--- src/pcp_defines.vh ---
`ifndef PCP_DEFINES_VH
`define PCP_DEFINES_VH

// Clock and boot_self_init power-up blocking time
`define PCP_CLK_MHZ 250
`define PCP_BLOCK_US 500
`define PCP_BLOCK_CYCLES (`PCP_BLOCK_US * `PCP_CLK_MHZ)
`define PCP_BLOCK_WIDTH 17

// Keys written to the configuration port
`define PCP_KEY_ENTER 8'h55
`define PCP_KEY_EXIT 8'haa

// Configuration port base per latched strap
`define PCP_BASE_LO_STRAP0 8'hf0
`define PCP_BASE_LO_STRAP1 8'h70
`define PCP_BASE_HI_RESET 8'h03
`define PCP_DATA_PORT_OFS 16'h0001

// Global register indices and first device register index
`define PCP_IDX_CONFIG_CONTROL 8'h02
`define PCP_IDX_INDEX_ADDRESS 8'h03
`define PCP_IDX_LD_SELECT 8'h07
`define PCP_IDX_CHIP_ID 8'h20
`define PCP_IDX_CHIP_REV 8'h21
`define PCP_IDX_POWER_CONTROL 8'h22
`define PCP_IDX_POWER_MGMT 8'h23
`define PCP_IDX_OSC_CONTROL 8'h24
`define PCP_IDX_BASE_LO 8'h26
`define PCP_IDX_BASE_HI 8'h27
`define PCP_IDX_CLOCK_MASK 8'h28
`define PCP_IDX_TEST_FOUR 8'h2b
`define PCP_IDX_TEST_FIVE 8'h2c
`define PCP_IDX_TEST_ONE 8'h2d
`define PCP_IDX_LD_FIRST 8'h30

// Field positions
`define PCP_SOFT_RESET_BIT 0

// Reset values
`define PCP_RST_CONFIG_CONTROL 8'h00
`define PCP_RST_INDEX_ADDRESS 8'h03
`define PCP_RST_LD_SELECT 8'h00
`define PCP_RST_POWER_CONTROL 8'h00
`define PCP_RST_POWER_MGMT 8'h00
`define PCP_RST_OSC_CONTROL 8'h04
`define PCP_RST_CLOCK_MASK 8'h00
`define PCP_RST_TEST 8'h00
`define PCP_RST_INDEX 8'h00

// Identification codes, values arbitrary
`define PCP_CHIP_ID_VALUE 8'h5a
`define PCP_CHIP_REV_VALUE 8'h01

`endif

--- src/pcp_blank_timer.v ---
`timescale 1ns/1ps
`default_nettype none
`include "pcp_defines.vh"

module pcp_blank_timer
#(
  parameter P_CYCLES = `PCP_BLOCK_CYCLES,
  parameter P_WIDTH = `PCP_BLOCK_WIDTH
)
(
  input wire i_clk,
  input wire i_rstn,
  output reg o_busy
);

  localparam integer LOAD_FULL = P_CYCLES - 1;
  localparam [P_WIDTH-1:0] LOAD = LOAD_FULL[P_WIDTH-1:0];

  reg [P_WIDTH-1:0] count;

  ////////////////////////////////////////////////////////////////////////
  // Down counter started by power-on reset
  always @(posedge i_clk)
  begin
    if (!i_rstn)
    begin
      count <= LOAD;
      o_busy <= 1'b1;
    end
    else if (o_busy)
    begin
      if (count == {P_WIDTH{1'b0}})
      begin
        o_busy <= 1'b0;
      end
      else
      begin
        count <= count - {{(P_WIDTH-1){1'b0}}, 1'b1};
      end
    end
  end

endmodule // pcp_blank_timer

`default_nettype wire

--- src/pcp_config_port.v ---
`timescale 1ns/1ps
`default_nettype none
`include "pcp_defines.vh"

module pcp_config_port
#(
  parameter P_BLOCK_CYCLES = `PCP_BLOCK_CYCLES,
  parameter P_BLOCK_WIDTH = `PCP_BLOCK_WIDTH
)
(
  input wire i_clk,
  input wire i_rstn,
  input wire i_host_reset,
  input wire i_strap_base_select,
  input wire i_aen,
  input wire [15:0] i_addr,
  input wire [7:0] i_data,
  input wire i_iow,
  input wire i_ior,
  input wire [7:0] i_ld_rdata,
  output reg [7:0] o_data,
  output reg o_data_oen,
  output reg o_cfg_state,
  output reg o_access_blocked,
  output reg o_ld_deactivate,
  output reg o_soft_reset,
  output reg [7:0] o_ld_select,
  output reg [7:0] o_ld_index,
  output reg [7:0] o_ld_wdata,
  output reg o_ld_wr,
  output reg o_ld_rd,
  output reg [7:0] o_power_control,
  output reg [7:0] o_power_management,
  output reg [7:0] o_oscillator_control,
  output reg [7:0] o_clock_mask
);

  localparam [1:0] ST_RUN = 2'b01;
  localparam [1:0] ST_CFG = 2'b10;

  reg [1:0] state;
  reg [1:0] next_state;
  reg strap_pending;
  reg [7:0] index;
  reg [7:0] index_address;
  reg [7:0] config_port_base_low;
  reg [7:0] config_port_base_high;
  reg [7:0] test_reg_four;
  reg [7:0] test_reg_five;
  reg [7:0] test_reg_one;
  reg [7:0] rd_value;
  wire timer_busy;
  wire [15:0] base_addr;
  wire [15:0] data_addr;
  wire [16:0] data_sum;
  wire blocked;
  wire hit_base;
  wire hit_data;
  wire in_cfg;
  wire key_write;
  wire idx_write;
  wire idx_read;
  wire dat_write;
  wire dat_read;
  wire ld_space;

  ////////////////////////////////////////////////////////////////////////
  // Power-up blocking timer
  // boot_self_init power-up block
  pcp_blank_timer
  #(
    .P_CYCLES(P_BLOCK_CYCLES),
    .P_WIDTH(P_BLOCK_WIDTH)
  )
  u_blank_timer
  (
    .i_clk(i_clk),
    .i_rstn(i_rstn),
    .o_busy(timer_busy)
  );

  ////////////////////////////////////////////////////////////////////////
  // Address decode
  // relocatable base decode
  assign base_addr = {config_port_base_high, config_port_base_low};
  assign data_sum = {1'b0, base_addr} + {1'b0, `PCP_DATA_PORT_OFS};
  assign data_addr = data_sum[15:0];
  assign blocked = timer_busy | strap_pending | i_host_reset;
  assign hit_base = !i_aen && !blocked && (i_addr == base_addr);
  assign hit_data = !i_aen && !blocked && (i_addr == data_addr);
  assign in_cfg = (state == ST_CFG);
  assign key_write = hit_base && i_iow;
  assign idx_write = in_cfg && hit_base && i_iow;
  assign idx_read = in_cfg && hit_base && i_ior;
  assign dat_write = in_cfg && hit_data && i_iow;
  assign dat_read = in_cfg && hit_data && i_ior;
  assign ld_space = (index >= `PCP_IDX_LD_FIRST);

  ////////////////////////////////////////////////////////////////////////
  // Configuration state machine
  always @*
  begin
    next_state = state;
    case (state)
      ST_RUN:
      begin
        if (key_write && (i_data == `PCP_KEY_ENTER))
        begin
          next_state = ST_CFG;
        end
      end
      ST_CFG:
      begin
        if (key_write && (i_data == `PCP_KEY_EXIT))
        begin
          next_state = ST_RUN;
        end
      end
      default:
      begin
        next_state = ST_RUN;
      end
    endcase
  end

  ////////////////////////////////////////////////////////////////////////
  // Read data select
  always @*
  begin
    rd_value = 8'h00;
    if (idx_read)
    begin
      rd_value = index;
    end
    else if (ld_space)
    begin
      rd_value = i_ld_rdata;
    end
    else
    begin
      case (index)
        `PCP_IDX_INDEX_ADDRESS: rd_value = index_address;
        `PCP_IDX_LD_SELECT: rd_value = o_ld_select;
        `PCP_IDX_CHIP_ID: rd_value = `PCP_CHIP_ID_VALUE;
        `PCP_IDX_CHIP_REV: rd_value = `PCP_CHIP_REV_VALUE;
        `PCP_IDX_POWER_CONTROL: rd_value = o_power_control;
        `PCP_IDX_POWER_MGMT: rd_value = o_power_management;
        `PCP_IDX_OSC_CONTROL: rd_value = o_oscillator_control;
        `PCP_IDX_BASE_LO: rd_value = config_port_base_low;
        `PCP_IDX_BASE_HI: rd_value = config_port_base_high;
        `PCP_IDX_CLOCK_MASK: rd_value = o_clock_mask;
        `PCP_IDX_TEST_FOUR: rd_value = test_reg_four;
        `PCP_IDX_TEST_FIVE: rd_value = test_reg_five;
        `PCP_IDX_TEST_ONE: rd_value = test_reg_one;
        default: rd_value = 8'h00;
      endcase
    end
  end

  ////////////////////////////////////////////////////////////////////////
  // Registers
  always @(posedge i_clk)
  begin
    if (!i_rstn)
    begin
      state <= ST_RUN;
      strap_pending <= 1'b1;
      index <= `PCP_RST_INDEX;
      index_address <= `PCP_RST_INDEX_ADDRESS;
      o_ld_select <= `PCP_RST_LD_SELECT;
      o_power_control <= `PCP_RST_POWER_CONTROL;
      o_power_management <= `PCP_RST_POWER_MGMT;
      o_oscillator_control <= `PCP_RST_OSC_CONTROL;
      o_clock_mask <= `PCP_RST_CLOCK_MASK;
      config_port_base_low <= `PCP_BASE_LO_STRAP0;
      config_port_base_high <= `PCP_BASE_HI_RESET;
      test_reg_four <= `PCP_RST_TEST;
      test_reg_five <= `PCP_RST_TEST;
      test_reg_one <= `PCP_RST_TEST;
      o_ld_deactivate <= 1'b1;
      o_soft_reset <= 1'b0;
      o_ld_wr <= 1'b0;
      o_ld_rd <= 1'b0;
      o_ld_index <= 8'h00;
      o_ld_wdata <= 8'h00;
      o_data <= 8'h00;
      o_data_oen <= 1'b1;
      o_cfg_state <= 1'b0;
      o_access_blocked <= 1'b1;
    end
    else if (i_host_reset)
    begin
      state <= ST_RUN;
      strap_pending <= 1'b1;
      index <= `PCP_RST_INDEX;
      o_ld_index <= `PCP_RST_INDEX;
      index_address <= `PCP_RST_INDEX_ADDRESS;
      o_ld_select <= `PCP_RST_LD_SELECT;
      o_power_control <= `PCP_RST_POWER_CONTROL;
      o_power_management <= `PCP_RST_POWER_MGMT;
      o_oscillator_control <= `PCP_RST_OSC_CONTROL;
      o_clock_mask <= `PCP_RST_CLOCK_MASK;
      o_ld_deactivate <= 1'b1;
      o_soft_reset <= 1'b0;
      o_ld_wr <= 1'b0;
      o_ld_rd <= 1'b0;
      o_data_oen <= 1'b1;
      o_cfg_state <= 1'b0;
      o_access_blocked <= 1'b1;
    end
    else
    begin
      state <= next_state;
      o_cfg_state <= (next_state == ST_CFG);
      o_access_blocked <= timer_busy;
      o_ld_deactivate <= 1'b0;
      o_soft_reset <= 1'b0;
      o_ld_wr <= 1'b0;
      o_ld_rd <= 1'b0;
      o_data <= rd_value;
      o_data_oen <= !(idx_read || dat_read);
      if (strap_pending)
      begin
        strap_pending <= 1'b0;
        config_port_base_low <= i_strap_base_select ?
          `PCP_BASE_LO_STRAP1 : `PCP_BASE_LO_STRAP0;
        config_port_base_high <= `PCP_BASE_HI_RESET;
      end
      if (idx_write && (i_data != `PCP_KEY_EXIT))
      begin
        index <= i_data;
        o_ld_index <= i_data;
      end
      if (dat_read && ld_space)
      begin
        o_ld_rd <= 1'b1;
        o_ld_index <= index;
      end
      if (dat_write)
      begin
        if (ld_space)
        begin
          o_ld_wr <= 1'b1;
          o_ld_index <= index;
          o_ld_wdata <= i_data;
        end
        else
        begin
          case (index)
            `PCP_IDX_CONFIG_CONTROL:
            begin
              if (i_data[`PCP_SOFT_RESET_BIT])
              begin
                o_soft_reset <= 1'b1;
                o_ld_select <= `PCP_RST_LD_SELECT;
                o_power_control <= `PCP_RST_POWER_CONTROL;
                o_clock_mask <= `PCP_RST_CLOCK_MASK;
              end
            end
            `PCP_IDX_INDEX_ADDRESS: index_address <= i_data;
            `PCP_IDX_LD_SELECT: o_ld_select <= i_data;
            `PCP_IDX_POWER_CONTROL: o_power_control <= i_data;
            `PCP_IDX_POWER_MGMT: o_power_management <= i_data;
            `PCP_IDX_OSC_CONTROL: o_oscillator_control <= i_data;
            `PCP_IDX_BASE_LO: config_port_base_low <= i_data;
            `PCP_IDX_BASE_HI: config_port_base_high <= i_data;
            `PCP_IDX_CLOCK_MASK: o_clock_mask <= i_data;
            `PCP_IDX_TEST_FOUR: test_reg_four <= i_data;
            `PCP_IDX_TEST_FIVE: test_reg_five <= i_data;
            `PCP_IDX_TEST_ONE: test_reg_one <= i_data;
            default:
            begin
              o_soft_reset <= 1'b0;
            end
          endcase
        end
      end
    end
  end

endmodule // pcp_config_port

`default_nettype wire

--- config.mk ---
export PLATFORM = sky130hd
export DESIGN_NAME = pcp_config_port
export DESIGN_NICKNAME = d
export VERILOG_FILES = /design/src/pcp_blank_timer.v /design/src/pcp_config_port.v
export VERILOG_INCLUDE_DIRS = /design/src
export SDC_FILE = /design/constraint.sdc
export NUM_CORES = 1
export LEC_CHECK = 0
export ABC_CLOCK_PERIOD_IN_PS = 6600
export BUFFER_PORTS_ARGS = -buffer_cell sky130_fd_sc_hd__buf_2
export CAP_MARGIN = 20
export CORE_MARGIN = 5
export CORE_UTILIZATION = 46
export DETAILED_ROUTE_END_ITERATION = 10
export PLACE_DENSITY_LB_ADDON = 0.25
export RECOVER_POWER = 25
export SLEW_MARGIN = 20
export SYNTH_ARGS = -nofsm -noshare
export SYNTH_HDL_FRONTEND = slang
export SYNTH_SLANG_ARGS = --single-unit
export TNS_END_PERCENT = 1
--- constraint.sdc ---
create_clock -name i_clk -period 6.6 [get_ports i_clk]
set_clock_uncertainty 0.05 [all_clocks]
set_input_delay 1.32 -clock i_clk [delete_from_list [all_inputs] [get_ports i_clk]]
set_output_delay 1.32 -clock i_clk [all_outputs]
set_load 0.01 [all_outputs]
Word level (Yosys, flattened, before mapping)
Cells that the tools add are included.
{"block": "op_classes", "magnitude_cmp": 1, "addsub": 2, "reduce_logical": 36, "bitwise": 8, "n_eq_ne": 23, "n_mux": 29}
{"cell": "8-bit 2-to-1 mux", "n": 16}
{"cell": "8-bit one-hot mux with 13 select lines", "n": 1}
{"cell": "8-bit by 6-bit == test with 1-bit output, second input constant", "n": 11}
{"cell": "8-bit one-hot mux with 2 select lines", "n": 3}
{"cell": "16-bit == test", "n": 2}
{"cell": "4-bit AND reduction", "n": 6}
{"cell": "17-bit zero test", "n": 1}
{"cell": "17-bit by 1-bit subtractor with 17-bit output, second input constant", "n": 1}
{"cell": "16-bit by 1-bit adder with 16-bit output, second input constant", "n": 1}
{"cell": "8-bit by 2-bit == test with 1-bit output, second input constant", "n": 2}
{"cell": "1-bit logical AND", "n": 14}
{"cell": "3-bit AND reduction", "n": 4}
{"cell": "8-bit by 3-bit == test with 1-bit output, second input constant", "n": 1}
{"cell": "8-bit by 7-bit == test with 1-bit output, second input constant", "n": 1}
{"cell": "8-bit == test, second input constant", "n": 1}
{"cell": "8-bit by 6-bit greater-or-equal comparator with 1-bit output, second input constant", "n": 1}
{"cell": "8-bit inequality test, second input constant", "n": 1}
{"cell": "1-bit 2-to-1 mux", "n": 6}
{"cell": "1-bit inverter", "n": 6}
{"cell": "2-bit nonzero test", "n": 3}
{"cell": "5-bit OR reduction", "n": 1}
{"cell": "2-bit == test, second input constant", "n": 2}
{"cell": "2-bit 2-to-1 mux", "n": 2}
{"cell": "2-bit one-hot mux with 2 select lines", "n": 1}
{"cell": "8 further kinds", "n": 11}
{"block": "totals", "ff_bits": 147, "elab_cells": 124}

Longest topological paths before layout
Gate-level depths: netlist of run 1.
{"block": "depth", "ltp_word": 12, "ltp_mapped": 10}

Modules after synthesis
Synthesis of run 1 repeated with hierarchy kept, for this count alone.
{"block": "unflattened", "cells_unflattened": 844, "hier_area_um2": 7599.8}
{"module": "pcp_config_port", "seq_area_each_um2": 2582.5, "cells_per_inst": 735, "area_per_inst_um2": 6626.4, "instances": 1}
{"module": "pcp_blank_timer", "seq_area_each_um2": 360.3, "cells_per_inst": 109, "area_per_inst_um2": 973.4, "instances": 1}

Least setup slack after synthesis of run 1
Ideal clock, no wire load.
{"block": "synth_timing", "path_kind": "input-to-reg", "startpoint": "in i_addr[14]", "endpoint": "reg o_cfg_state", "stages": 7, "setup_time_ps": 60, "arrival_time_ps": 3568, "path_slack_ps": 2922, "n_path_buf": 0, "cell_sequence": "xor2_1 -> or4_1 -> or4_4 -> or3_4 -> o311a_1 -> o22ai_2 -> and3b_1"}
{"block": "synth_via", "elab_chain_len": 7, "word_cells_on_any_way": 9}
{"item": "from (decl)", "line_no": "pcp_config_port.v:16", "text": "input wire [15:0] i_addr,"}
{"item": "16-bit == test *", "line_no": "pcp_config_port.v:89", "text": "assign hit_base = !i_aen && !blocked && (i_addr == base_addr);"}
{"item": "1-bit logical AND *", "line_no": "pcp_config_port.v:89"}
{"item": "1-bit logical AND *", "line_no": "pcp_config_port.v:92", "text": "assign key_write = hit_base && i_iow;"}
{"item": "1-bit logical AND (on tied branches)", "line_no": "pcp_config_port.v:114, pcp_config_port.v:107"}
{"item": "2-bit 2-to-1 mux (on tied branches)", "line_no": "pcp_config_port.v:114, pcp_config_port.v:107"}
{"item": "2-bit one-hot mux with 2 select lines *", "line_no": "pcp_config_port.v:104", "text": "case (state)"}
{"item": "2-bit == test *", "line_no": "pcp_config_port.v:214", "text": "o_cfg_state <= (next_state == ST_CFG);"}
{"item": "to (signal assigned)", "line_no": "pcp_config_port.v:214"}
{"item": "to (decl)", "line_no": "pcp_config_port.v:23", "text": "output reg o_cfg_state,"}
Mark *: on every way between the ends. The rest lies on a longest branch, timed or not.
A chain may end at the register's enable or synchronous reset.

==> flow_summary.yaml, run 1 <==
run_status:
  status: "complete, but fails checks"
  violations: "capacitance limit, slew limit"
cts:
  cts_inserted_buffers: 17
  tritoncts: "done"
  cts_setup_buffers: 0
  postCtsHoldBufs: 0
  htree_levels: 4
  clkTransAtPathRegs_ns: 0.06
  clk_path_buf_depth: 2
  cts_sinks: 147
  insertion_delay_ns: 0.43
  clockRootBuffer: "clkbuf_16"
  post_cts_resized: 0
grt:
  grt_pass1_wl_um: 36090
  antenna_found_initial: 0
  grt.overflow.total: 0
  track_usage_pct: 25.17
  first_global_vias: 6255
  grt_max_degree: 74
floorplan:
  io-pin-count: 110
  std_cell_rows: 46
  die_w_um: 137.6
  floorplan.die_area_sq_um: 18950
  die_height_um: 137.6
  start_util_pct: 47.01
  core_sq_um: 15940
worst_setup_path:
  crit_slowest_cell: "clkbuf_1"
  slowest_delay_ns: 2.18
  crit_path_end_kind: "flop"
  required_ns: 6.90
  critPathKind: "primary input to flop"
  critical_path_arrival_ns: 4.59
  crit_path_start_kind: "primary input"
  crit_chain: "buf_2 > clkbuf_1 > nand2_1 > mux2i_1"
  worstPathMaxFanout: 73
pwr:
  ir_worst_vdd_uv: 191.4
  finalPower_w: 0.001972
  p_leak_nw: 3.271
  power_density_nw_per_um2: 229.7
synthesis:
  synth_seq_cells: 147
  synth_area_sq_um: 7495
  yosys-top-cells-area: "dfxtp_1 (39%), mux2i_1 (9.3%), nand2_1 (6.4%)"
  ys_seq_area_share_pct: 39.27
  post_synth_most_frequent_cells: "dfxtp_1 (147), nand2_1 (128), mux2i_1 (70)"
  synth_area_leader_cell: "dfxtp_1"
  yosysTopAreaCellShare_pct: 39.27
  synth-edff-count: 0
  synth_ff_type: "dfxtp_1"
  yosysMostFrequentCell: "dfxtp_1"
  yosysWarnings: 0
  avgSynthCellArea_sq_um: 8.859
  syn_inst: 846
  synth-async-reset-ratio_pct: 0
  synth_nets: 889
  ys_types: 78
detailed_routing:
  drc: 0
  num_vias: 7017
  wire_per_inst_um: 21.03
  drtPass1Iterations: 9
  detail-route-antenna-nets: 0
  viasPerCell: 6.166
  drt-initial-drc-count: 958
  routed_wl_um: 23930
sta:
  fmax_mhz: 232.9
  rsz0062_at_grt: "no"
  worst_pin_slew_ns: 3.132
  setup_viol: 0
  period_needed_ns: 4.295
  hold_viol_final: 0
  fin_hold_ws_ns: 0.4122
  relSlewSlack_pct: -108.8
  finalSetupTns_ns: 0
  drv_slew: 74
  fin_crit_sh_pct: 65.07
cells_and_area:
  diodes: 0
  final-instance-count-excl-fill: 1138
  drive_above_1_share_pct: 15.08
  post-route-cell-area_sq_um: 8587
  nets: 953
  area_growth_syn_to_layout_pct: 14.57
placement:
  gp_congestion: 0.9260
  placed_cells: 1107
  portBuffers: 109
  dpl_cell_area_sq_um: 8055
  dpl.hpwl_um: 16850
worst_hold_path:
  hold_class: "flop to flop"
run:
  max_cap_viol_count: 1
## final cells by class
| class | count | area [sq um] |
|---|---|---|
| clock buffers | 21 | 470.5 |
| fillers | 1512 | 7356 |
| flip-flops and latches | 147 | 2943 |
| clock inverters | 10 | 122.6 |
| well taps | 216 | 270.3 |
| multi-input cells | 616 | 4210 |
| repair buffers | 113 | 514.2 |
| inverters | 15 | 56.30 |
## sequential cells by signal, indices dropped and copies added, names as in the netlist, 2 cells and up
register	count
test_reg_four	8
u_blank_timer.count	17
o_clock_mask	8
o_power_management	8
index	8
o_ld_select	8
index_address	8
test_reg_five	8
o_ld_wdata	8
o_data	8
o_power_control	8
config_port_base_high	8
o_oscillator_control	8
o_ld_index	8
state	2
config_port_base_low	8
test_reg_one	8
## cell families after synthesis
family	Yosys count	share of synthesized area (%)
AOI/OAI and AO/OA	157	16.09
xor gates and xnor gates	34	3.973
adders and majority gates	4	0.6678
and+or+nand+nor	335	23.59
buffers and inverters	83	4.658
DFF	147	39.27
muxes	86	11.75
## power breakdown
group / leakage (nW) / switching [W] / internal [W]
combinational: 1.80 / 0.0000671 / 0.0000262
sequential: 1.19 / 0.00000495 / 0.000890
clock: 0.283 / 0.000396 / 0.000588
## path summary, 6_finish.rpt
| check | depth (start not counted) | start | to | slack, ns |
|---|---|---|---|---|
| max | 4 | i_rstn | test_reg_five[6]$_SDFFE_PN0P_ | 2.31 |
| min | 2 | test_reg_five[7]$_SDFFE_PN0P_ | test_reg_five[7]$_SDFFE_PN0P_ | 0.41 |
| max reg2reg | 8 | config_port_base_low[0]$_SDFFE_PN0N_ | o_power_management[4]$_SDFFE_PP0P_ | 2.68 |
| min reg2reg | 2 | test_reg_five[7]$_SDFFE_PN0P_ | test_reg_five[7]$_SDFFE_PN0P_ | 0.41 |
## critical path: cells and delay by family
kind / cells / cell delay, ns
buffers and inverters: 2 / 2.26
muxes: 1 / 0.32
and+or+nand+nor: 1 / 0.61
## per-layer routing
metal | GRT usage, % | vias to the layer above | routed length [um]
li1 | - | 3252 | -
met1 | 34.85 | 3330 | 10360
met2 | 37.74 | 376 | 10620
met5 | 0 | - | 0
met3 | 5.223 | 59 | 2142
met4 | 11.14 | 0 | 809
## layout by cell type, fill, tap and decap left out, types with 16 or more instances in the layout
| master | synthesis | routed |
|---|---|---|
| mux2_2 | 16 | 16 |
| clkbuf_16 | 0 | 17 |
| nor3_1 | 17 | 17 |
| a21oi_1 | 22 | 22 |
| dfxtp_1 | 147 | 147 |
| xnor2_1 | 24 | 24 |
| nor2_1 | 49 | 48 |
| buf_2 | 12 | 63 |
| nand2_1 | 128 | 128 |
| mux2i_1 | 70 | 70 |
| o32ai_1 | 16 | 16 |
| nand3_1 | 28 | 28 |
| nand4_1 | 18 | 18 |
| clkbuf_1 | 49 | 48 |
| or3_1 | 16 | 16 |
| o21ai_0 | 17 | 17 |
## through the flow
| stage | util (%) | setup slack (ns) |
|---|---|---|
| after detailed placement | 50.53 | 2.078 |
| after global routing | 53.86 | 1.946 |
| after floorplan | - | 2.922 |
| after global placement | 50.53 | 2.151 |
| final | 53.86 | 2.305 |
| after CTS | 54.25 | 2.534 |
Power figures use the tool's default switching activity.
==> run 2, diff against run 1 <==
Settings changed: ABC_CLOCK_PERIOD_IN_PS 6600 to 3800.
Clock period 6.6 ns to 3.8 ns, I/O delays scaled along.
==> run 2 against run 1 <==
Effect of this change:
- the flow now finishes without violations
- worst hold slack got worse by 0.0058 ns
- die area did not move
- sequential power rose by 73%
- flip-flop and latch count did not move
- first-iteration DRC count fell by 2.0%
- clock power rose by 62%
- cell area rose by 1.8%
- via count rose by 0.80%
- cell count rose by 2.4%
- critical path depth rose by 3
- non-clock buffer count rose by 27
==> flow_summary.yaml, run 2 (synthesis gave the netlist of run 1 again) <==
run_status:
  status: "finished, final reports clean"
worst_setup_path:
  critPathKind: "flop to flop"
  cp_top_family: "simple AND/OR/NAND/NOR gates"
  crit_path_end_kind: "flop"
  crit_path_start_kind: "flop"
  slowest_delay_ns: 0.72
  r2r_cells: 7
  critical_path_arrival_ns: 3.61
  worstPathMaxFanout: 9
  r2r_slack_ns: 0.43
  rr_startpoint: "config_port_base_low[5]$_SDFFE_PN1N_"
  startpoint: "config_port_base_low[5]$_SDFFE_PN1N_"
  crit_chain: "nand3_2 > o41a_1 > or4_4 > o211ai_4 > nand4_4 > or4_1 > mux2i_1"
  crit_slowest_cell: "or4_1"
  critPathBufInv: 0
  r2r_end: "o_power_management[3]$_SDFFE_PP0P_"
  required_ns: 4.04
floorplan:
  io-pin-count: 110
  start_util_pct: 47.01
  core_sq_um: 15940
  die_height_um: 137.6
  floorplan.die_area_sq_um: 18950
  die_w_um: 137.6
  std_cell_rows: 46
grt:
  grt_pass1_wl_um: 37500
  antenna_found_initial: 0
  first_global_vias: 6586
  track_usage_pct: 25.89
  grt_max_degree: 74
  grt.overflow.total: 0
placement:
  dpl.hpwl_um: 17270
  gp_congestion: 0.9342
  dpl_cell_area_sq_um: 8258
  portBuffers: 109
detailed_routing:
  drc: 0
  drt-initial-drc-count: 939
  detail-route-antenna-nets: 0
  drtPass1Iterations: 6
  wire_per_inst_um: 20.82
  num_vias: 7073
  routed_wl_um: 24260
  viasPerCell: 6.071
sta:
  hold_viol_final: 0
  fmax_mhz: 296.9
  drv_slew: 0
  fin_crit_sh_pct: 88.64
  finalSetupTns_ns: 0
  worst_pin_slew_ns: 0.8620
  setup_viol: 0
  rsz0062_at_grt: "no"
  period_needed_ns: 3.368
  relSlewSlack_pct: 42.01
cts:
  insertion_delay_ns: 0.43
  clk_path_buf_depth: 2
  cts_setup_buffers: 0
  postCtsHoldBufs: 0
  clockRootBuffer: "clkbuf_16"
  tritoncts: "done"
  cts_sinks: 147
  htree_levels: 4
  clkTransAtPathRegs_ns: 0.06
  cts_inserted_buffers: 17
  post_cts_resized: 0
cells_and_area:
  diodes: 0
  area_growth_syn_to_layout_pct: 16.66
  mostFrequentLayoutCell: "dfxtp_1"
  fillCellCount: 1509
  drive_above_1_share_pct: 16.65
  layout_common_cells: "dfxtp_1 (147), nand2_1 (128), mux2i_1 (70), clkbuf_1 (57), buf_2 (55)"
  post-route-cell-area_sq_um: 8743
  nets: 980
  largest_register: "u_blank_timer.count"
  largest_reg_flops: 17
worst_hold_path:
  hold_class: "flop to flop"
  hp-start: "test_reg_five[3]$_SDFFE_PN0P_"
  holdPathStages: 2
  min_to: "test_reg_five[3]$_SDFFE_PN0P_"
pwr:
  ir_worst_vdd_uv: 323.2
  p_leak_nw: 3.353
  power_density_nw_per_um2: 378.9
run:
  max_cap_viol_count: 0
run 2: changes by cell type in the layout (fill, tap and decap cells not counted), sizes merged:
cell | before | now
buf | 66 | 86
clkbuf | 68 | 75
clkinv | 3 | 6
bufinv | 2 | 1
clkinvlp | 3 | 2
inv | 17 | 16
run 2: final cells by class:
cell class	count	area, sq um	share of cell area (%)
flip-flops and latches	147	2943	33.66
clock buffers	21	450.4	5.152
clock inverters	10	102.6	1.173
well taps	216	270.3	3.091
multi-input cells	616	4210	48.15
inverters	15	56.30	0.6440
repair buffers	140	710.7	8.128
run 2: worst max-delay path by stage:
stage	to	cells past startpoint	slack [ns]
floorplan	o_cfg_state$_SDFF_PP0_	7	0.68
global placement	o_power_management[4]$_SDFFE_PP0P_	8	0.42
detailed placement	o_power_management[3]$_SDFFE_PP0P_	8	0.39
CTS	o_power_management[3]$_SDFFE_PP0P_	7	0.48
global route	o_power_management[3]$_SDFFE_PP0P_	7	0.31
finish	o_power_management[3]$_SDFFE_PP0P_	7	0.43
run 2: report_power, final:
group | leakage, nW | internal, W | switching [W]
combinational | 1.90 | 0.0000486 | 0.000122
sequential | 1.19 | 0.00155 | 0.00000362
clock | 0.264 | 0.000920 | 0.000674
run 2: per-stage QoR:
| step | util (%) | hold slack, ns | std cells | setup slack (ns) | total power, W |
|---|---|---|---|---|---|
| 2_1_floorplan | - | 0.3813 | 846 | 0.6823 | 0.001678 |
| 3_3_place_gp | 51.80 | 0.3922 | 1134 | 0.4210 | 0.001750 |
| 3_5_place_dp | 51.80 | 0.3963 | 1134 | 0.3900 | 0.001749 |
| 4_1_cts | 55.27 | 0.4092 | 1165 | 0.4846 | 0.003328 |
| 5_1_grt | 54.84 | 0.4297 | 1165 | 0.3051 | 0.003412 |
| 6_report | 54.84 | 0.4064 | 1165 | 0.4318 | 0.003313 |
run 2: worst min-delay path: cells and delay by family (launching register included):
kind	cells	cell delay [ns]
flip-flops	1	0.31
AND/OR/NAND/NOR	1	0.05
multiplexers	1	0.05
run 2: routing by layer:
| layer | GRT usage (%) | vias to the layer above | share of wire, % |
|---|---|---|---|
| met3 | 6.976 | 56 | 9.3 |
| met1 | 36.10 | 3316 | 44 |
| li1 | - | 3316 | - |
| met5 | 0 | - | 0 |
| met2 | 37.99 | 385 | 44 |
| met4 | 10.09 | 0 | 3.5 |
==> run 3, diff against run 2 <==
Settings changed: CORE_UTILIZATION 46 to 29.
==> run 3 against run 2 <==
Effect of this change:
- maximum frequency decreased by 1.7%
- critical endpoint is now o_power_management[1]$_SDFFE_PP0P_
- sequential power about the same
- via count decreased by 1.7%
- critical path depth unchanged
- count of clock-buffer cells in the layout decreased by 2
- total power increased by 5.5%
- wire length increased by 10%
- first-iteration DRC count decreased by 28%
- highest routed layer unchanged
- worst setup slack got worse by 0.057 ns
- global-route usage decreased by 7.6 points
==> flow_summary.yaml, run 3 (synthesis gave the netlist of run 1 again) <==
cts:
  post_cts_resized: 0
  clkTransAtPathRegs_ns: 0.07
  htree_levels: 4
  postCtsHoldBufs: 0
  insertion_delay_ns: 0.43
  tritoncts: "done"
  cts_inserted_buffers: 17
  clockRootBuffer: "clkbuf_16"
  cts_sinks: 147
  clk_path_buf_depth: 2
  cts_setup_buffers: 0
grt:
  first_global_vias: 6631
  track_usage_pct: 18.27
  grt_max_degree: 74
  antenna_found_initial: 0
  grt.overflow.total: 0
  grt_pass1_wl_um: 40980
sta:
  fin_crit_sh_pct: 90.13
  drv_slew: 0
  hold_viol_final: 0
  relSlewSlack_pct: 45.52
  worst_pin_slew_ns: 0.8161
  finalSetupTns_ns: 0
  fmax_mhz: 292.0
  period_needed_ns: 3.425
  setup_ws_ns: 0.3749
  rsz0062_at_grt: "no"
  setup_viol: 0
detailed_routing:
  wire_per_inst_um: 20.92
  viasPerCell: 5.430
  num_vias: 6950
  drt-initial-drc-count: 676
  detail-route-antenna-nets: 0
  routed_wl_um: 26780
  drtPass1Iterations: 9
  drc: 0
worst_setup_path:
  r2r_slack_ns: 0.37
  worstPathMaxFanout: 11
  required_ns: 4.04
  crit_path_end_kind: "flop"
  critPathKind: "flop to flop"
  critical_path_arrival_ns: 3.66
  crit_path_start_kind: "flop"
cells_and_area:
  multi_input_area_sq_um: 4210
  largest_reg_flops: 17
  drive_above_1_share_pct: 16.84
  diodes: 0
  fillCellCount: 2613
  nets: 980
  largest_register: "u_blank_timer.count"
  layout_common_cells: "dfxtp_1 (147), nand2_1 (128), mux2i_1 (70), clkbuf_1 (56), buf_2 (55)"
  mostFrequentLayoutCell: "dfxtp_1"
  seqCellArea_sq_um: 2943
  area_growth_syn_to_layout_pct: 19.28
run:
  max_cap_viol_count: 0
pwr:
  p_leak_nw: 3.379
  ir_worst_vdd_uv: 199.6
  power_density_nw_per_um2: 390.9
floorplan:
  std_cell_rows: 58
  die_w_um: 170.8
  start_util_pct: 29.59
  core_sq_um: 25330
  die_height_um: 170.8
  io-pin-count: 110
  floorplan.die_area_sq_um: 29160
worst_hold_path:
  hold_class: "flop to flop"
placement:
  pre_cts_slack_ns: 0.3019
  portBuffers: 109
  dpl.hpwl_um: 19500
  gp_congestion: 0.8933
run_status:
  status: "finished, final reports clean"
-- run 3: cell count changes in the layout (fill, tap and decap cells not counted) --
cell and change:
bufinv_16 +2, inv_6 +2, clkbuf_1 -1, clkbuf_8 -1, clkinv_2 -1, clkinv_4 -1
clkinvlp_4 +1
-- run 3: area by class of cell --
cell class                      count  share of cell area [%]
Clock buffer                       19                   4.843
Clock inverter                     13                   1.945
Inverter                           15                  0.6298
Multi-Input combinational cell    616                   47.10
Sequential cell                   147                   32.92
Tap cell                          330                   4.619
Timing Repair Buffer              140                   7.950
-- run 3: path summary, 6_finish.rpt --
| check | start | endpoint | cells after the start |
|---|---|---|---|
| worst min register to register | test_reg_five[5]$_SDFFE_PN0P_ | test_reg_five[5]$_SDFFE_PN0P_ | 2 |
| worst max register to register | config_port_base_low[2]$_SDFFE_PN0N_ | o_power_management[1]$_SDFFE_PP0P_ | 7 |
| worst max-delay path | config_port_base_low[2]$_SDFFE_PN0N_ | o_power_management[1]$_SDFFE_PP0P_ | 7 |
| worst min-delay path | test_reg_five[5]$_SDFFE_PN0P_ | test_reg_five[5]$_SDFFE_PN0P_ | 2 |
-- run 3: critical path, cell delays in order (launching register included) --
cell and delay (ns):
dfxtp_1 0.61, nand4_2 0.30, or3b_1 0.44, a211o_1 0.33
nor4_4 0.35, nand4_4 0.27, or4_1 0.72, mux2i_1 0.20
-- run 3: metrics by stage --
step / util [%] / hold WS, ns / power [W] / instance area, sq um / instances
finish: 35.30 / 0.4121 / 0.003495 / 8940 / 1280
CTS: 35.56 / 0.4121 / 0.003517 / 9007 / 1280
global route: 35.30 / 0.4286 / 0.003590 / 8940 / 1280
detailed placement: 33.17 / 0.3977 / 0.001758 / 8401 / 1248
global placement: 33.17 / 0.3903 / 0.001758 / 8401 / 1248
floorplan: - / 0.3813 / 0.001678 / 7495 / 846
-- run 3: power by group --
part	total [W]	internal [W]	switching, W	leakage [nW]
Sequential	0.00155	0.00154	0.00000488	1.19
Clock	0.00177	0.00105	0.000725	0.285
Combinational	0.000175	0.0000496	0.000125	1.91
-- run 3: layer usage --
metal	vias up	track usage, %	routed length [um]
met3	29	3.812	2221
met4	0	5.451	491
met2	301	28.23	11950
li1	3309	-	-
met1	3311	25.72	12110
met5	-	0	0
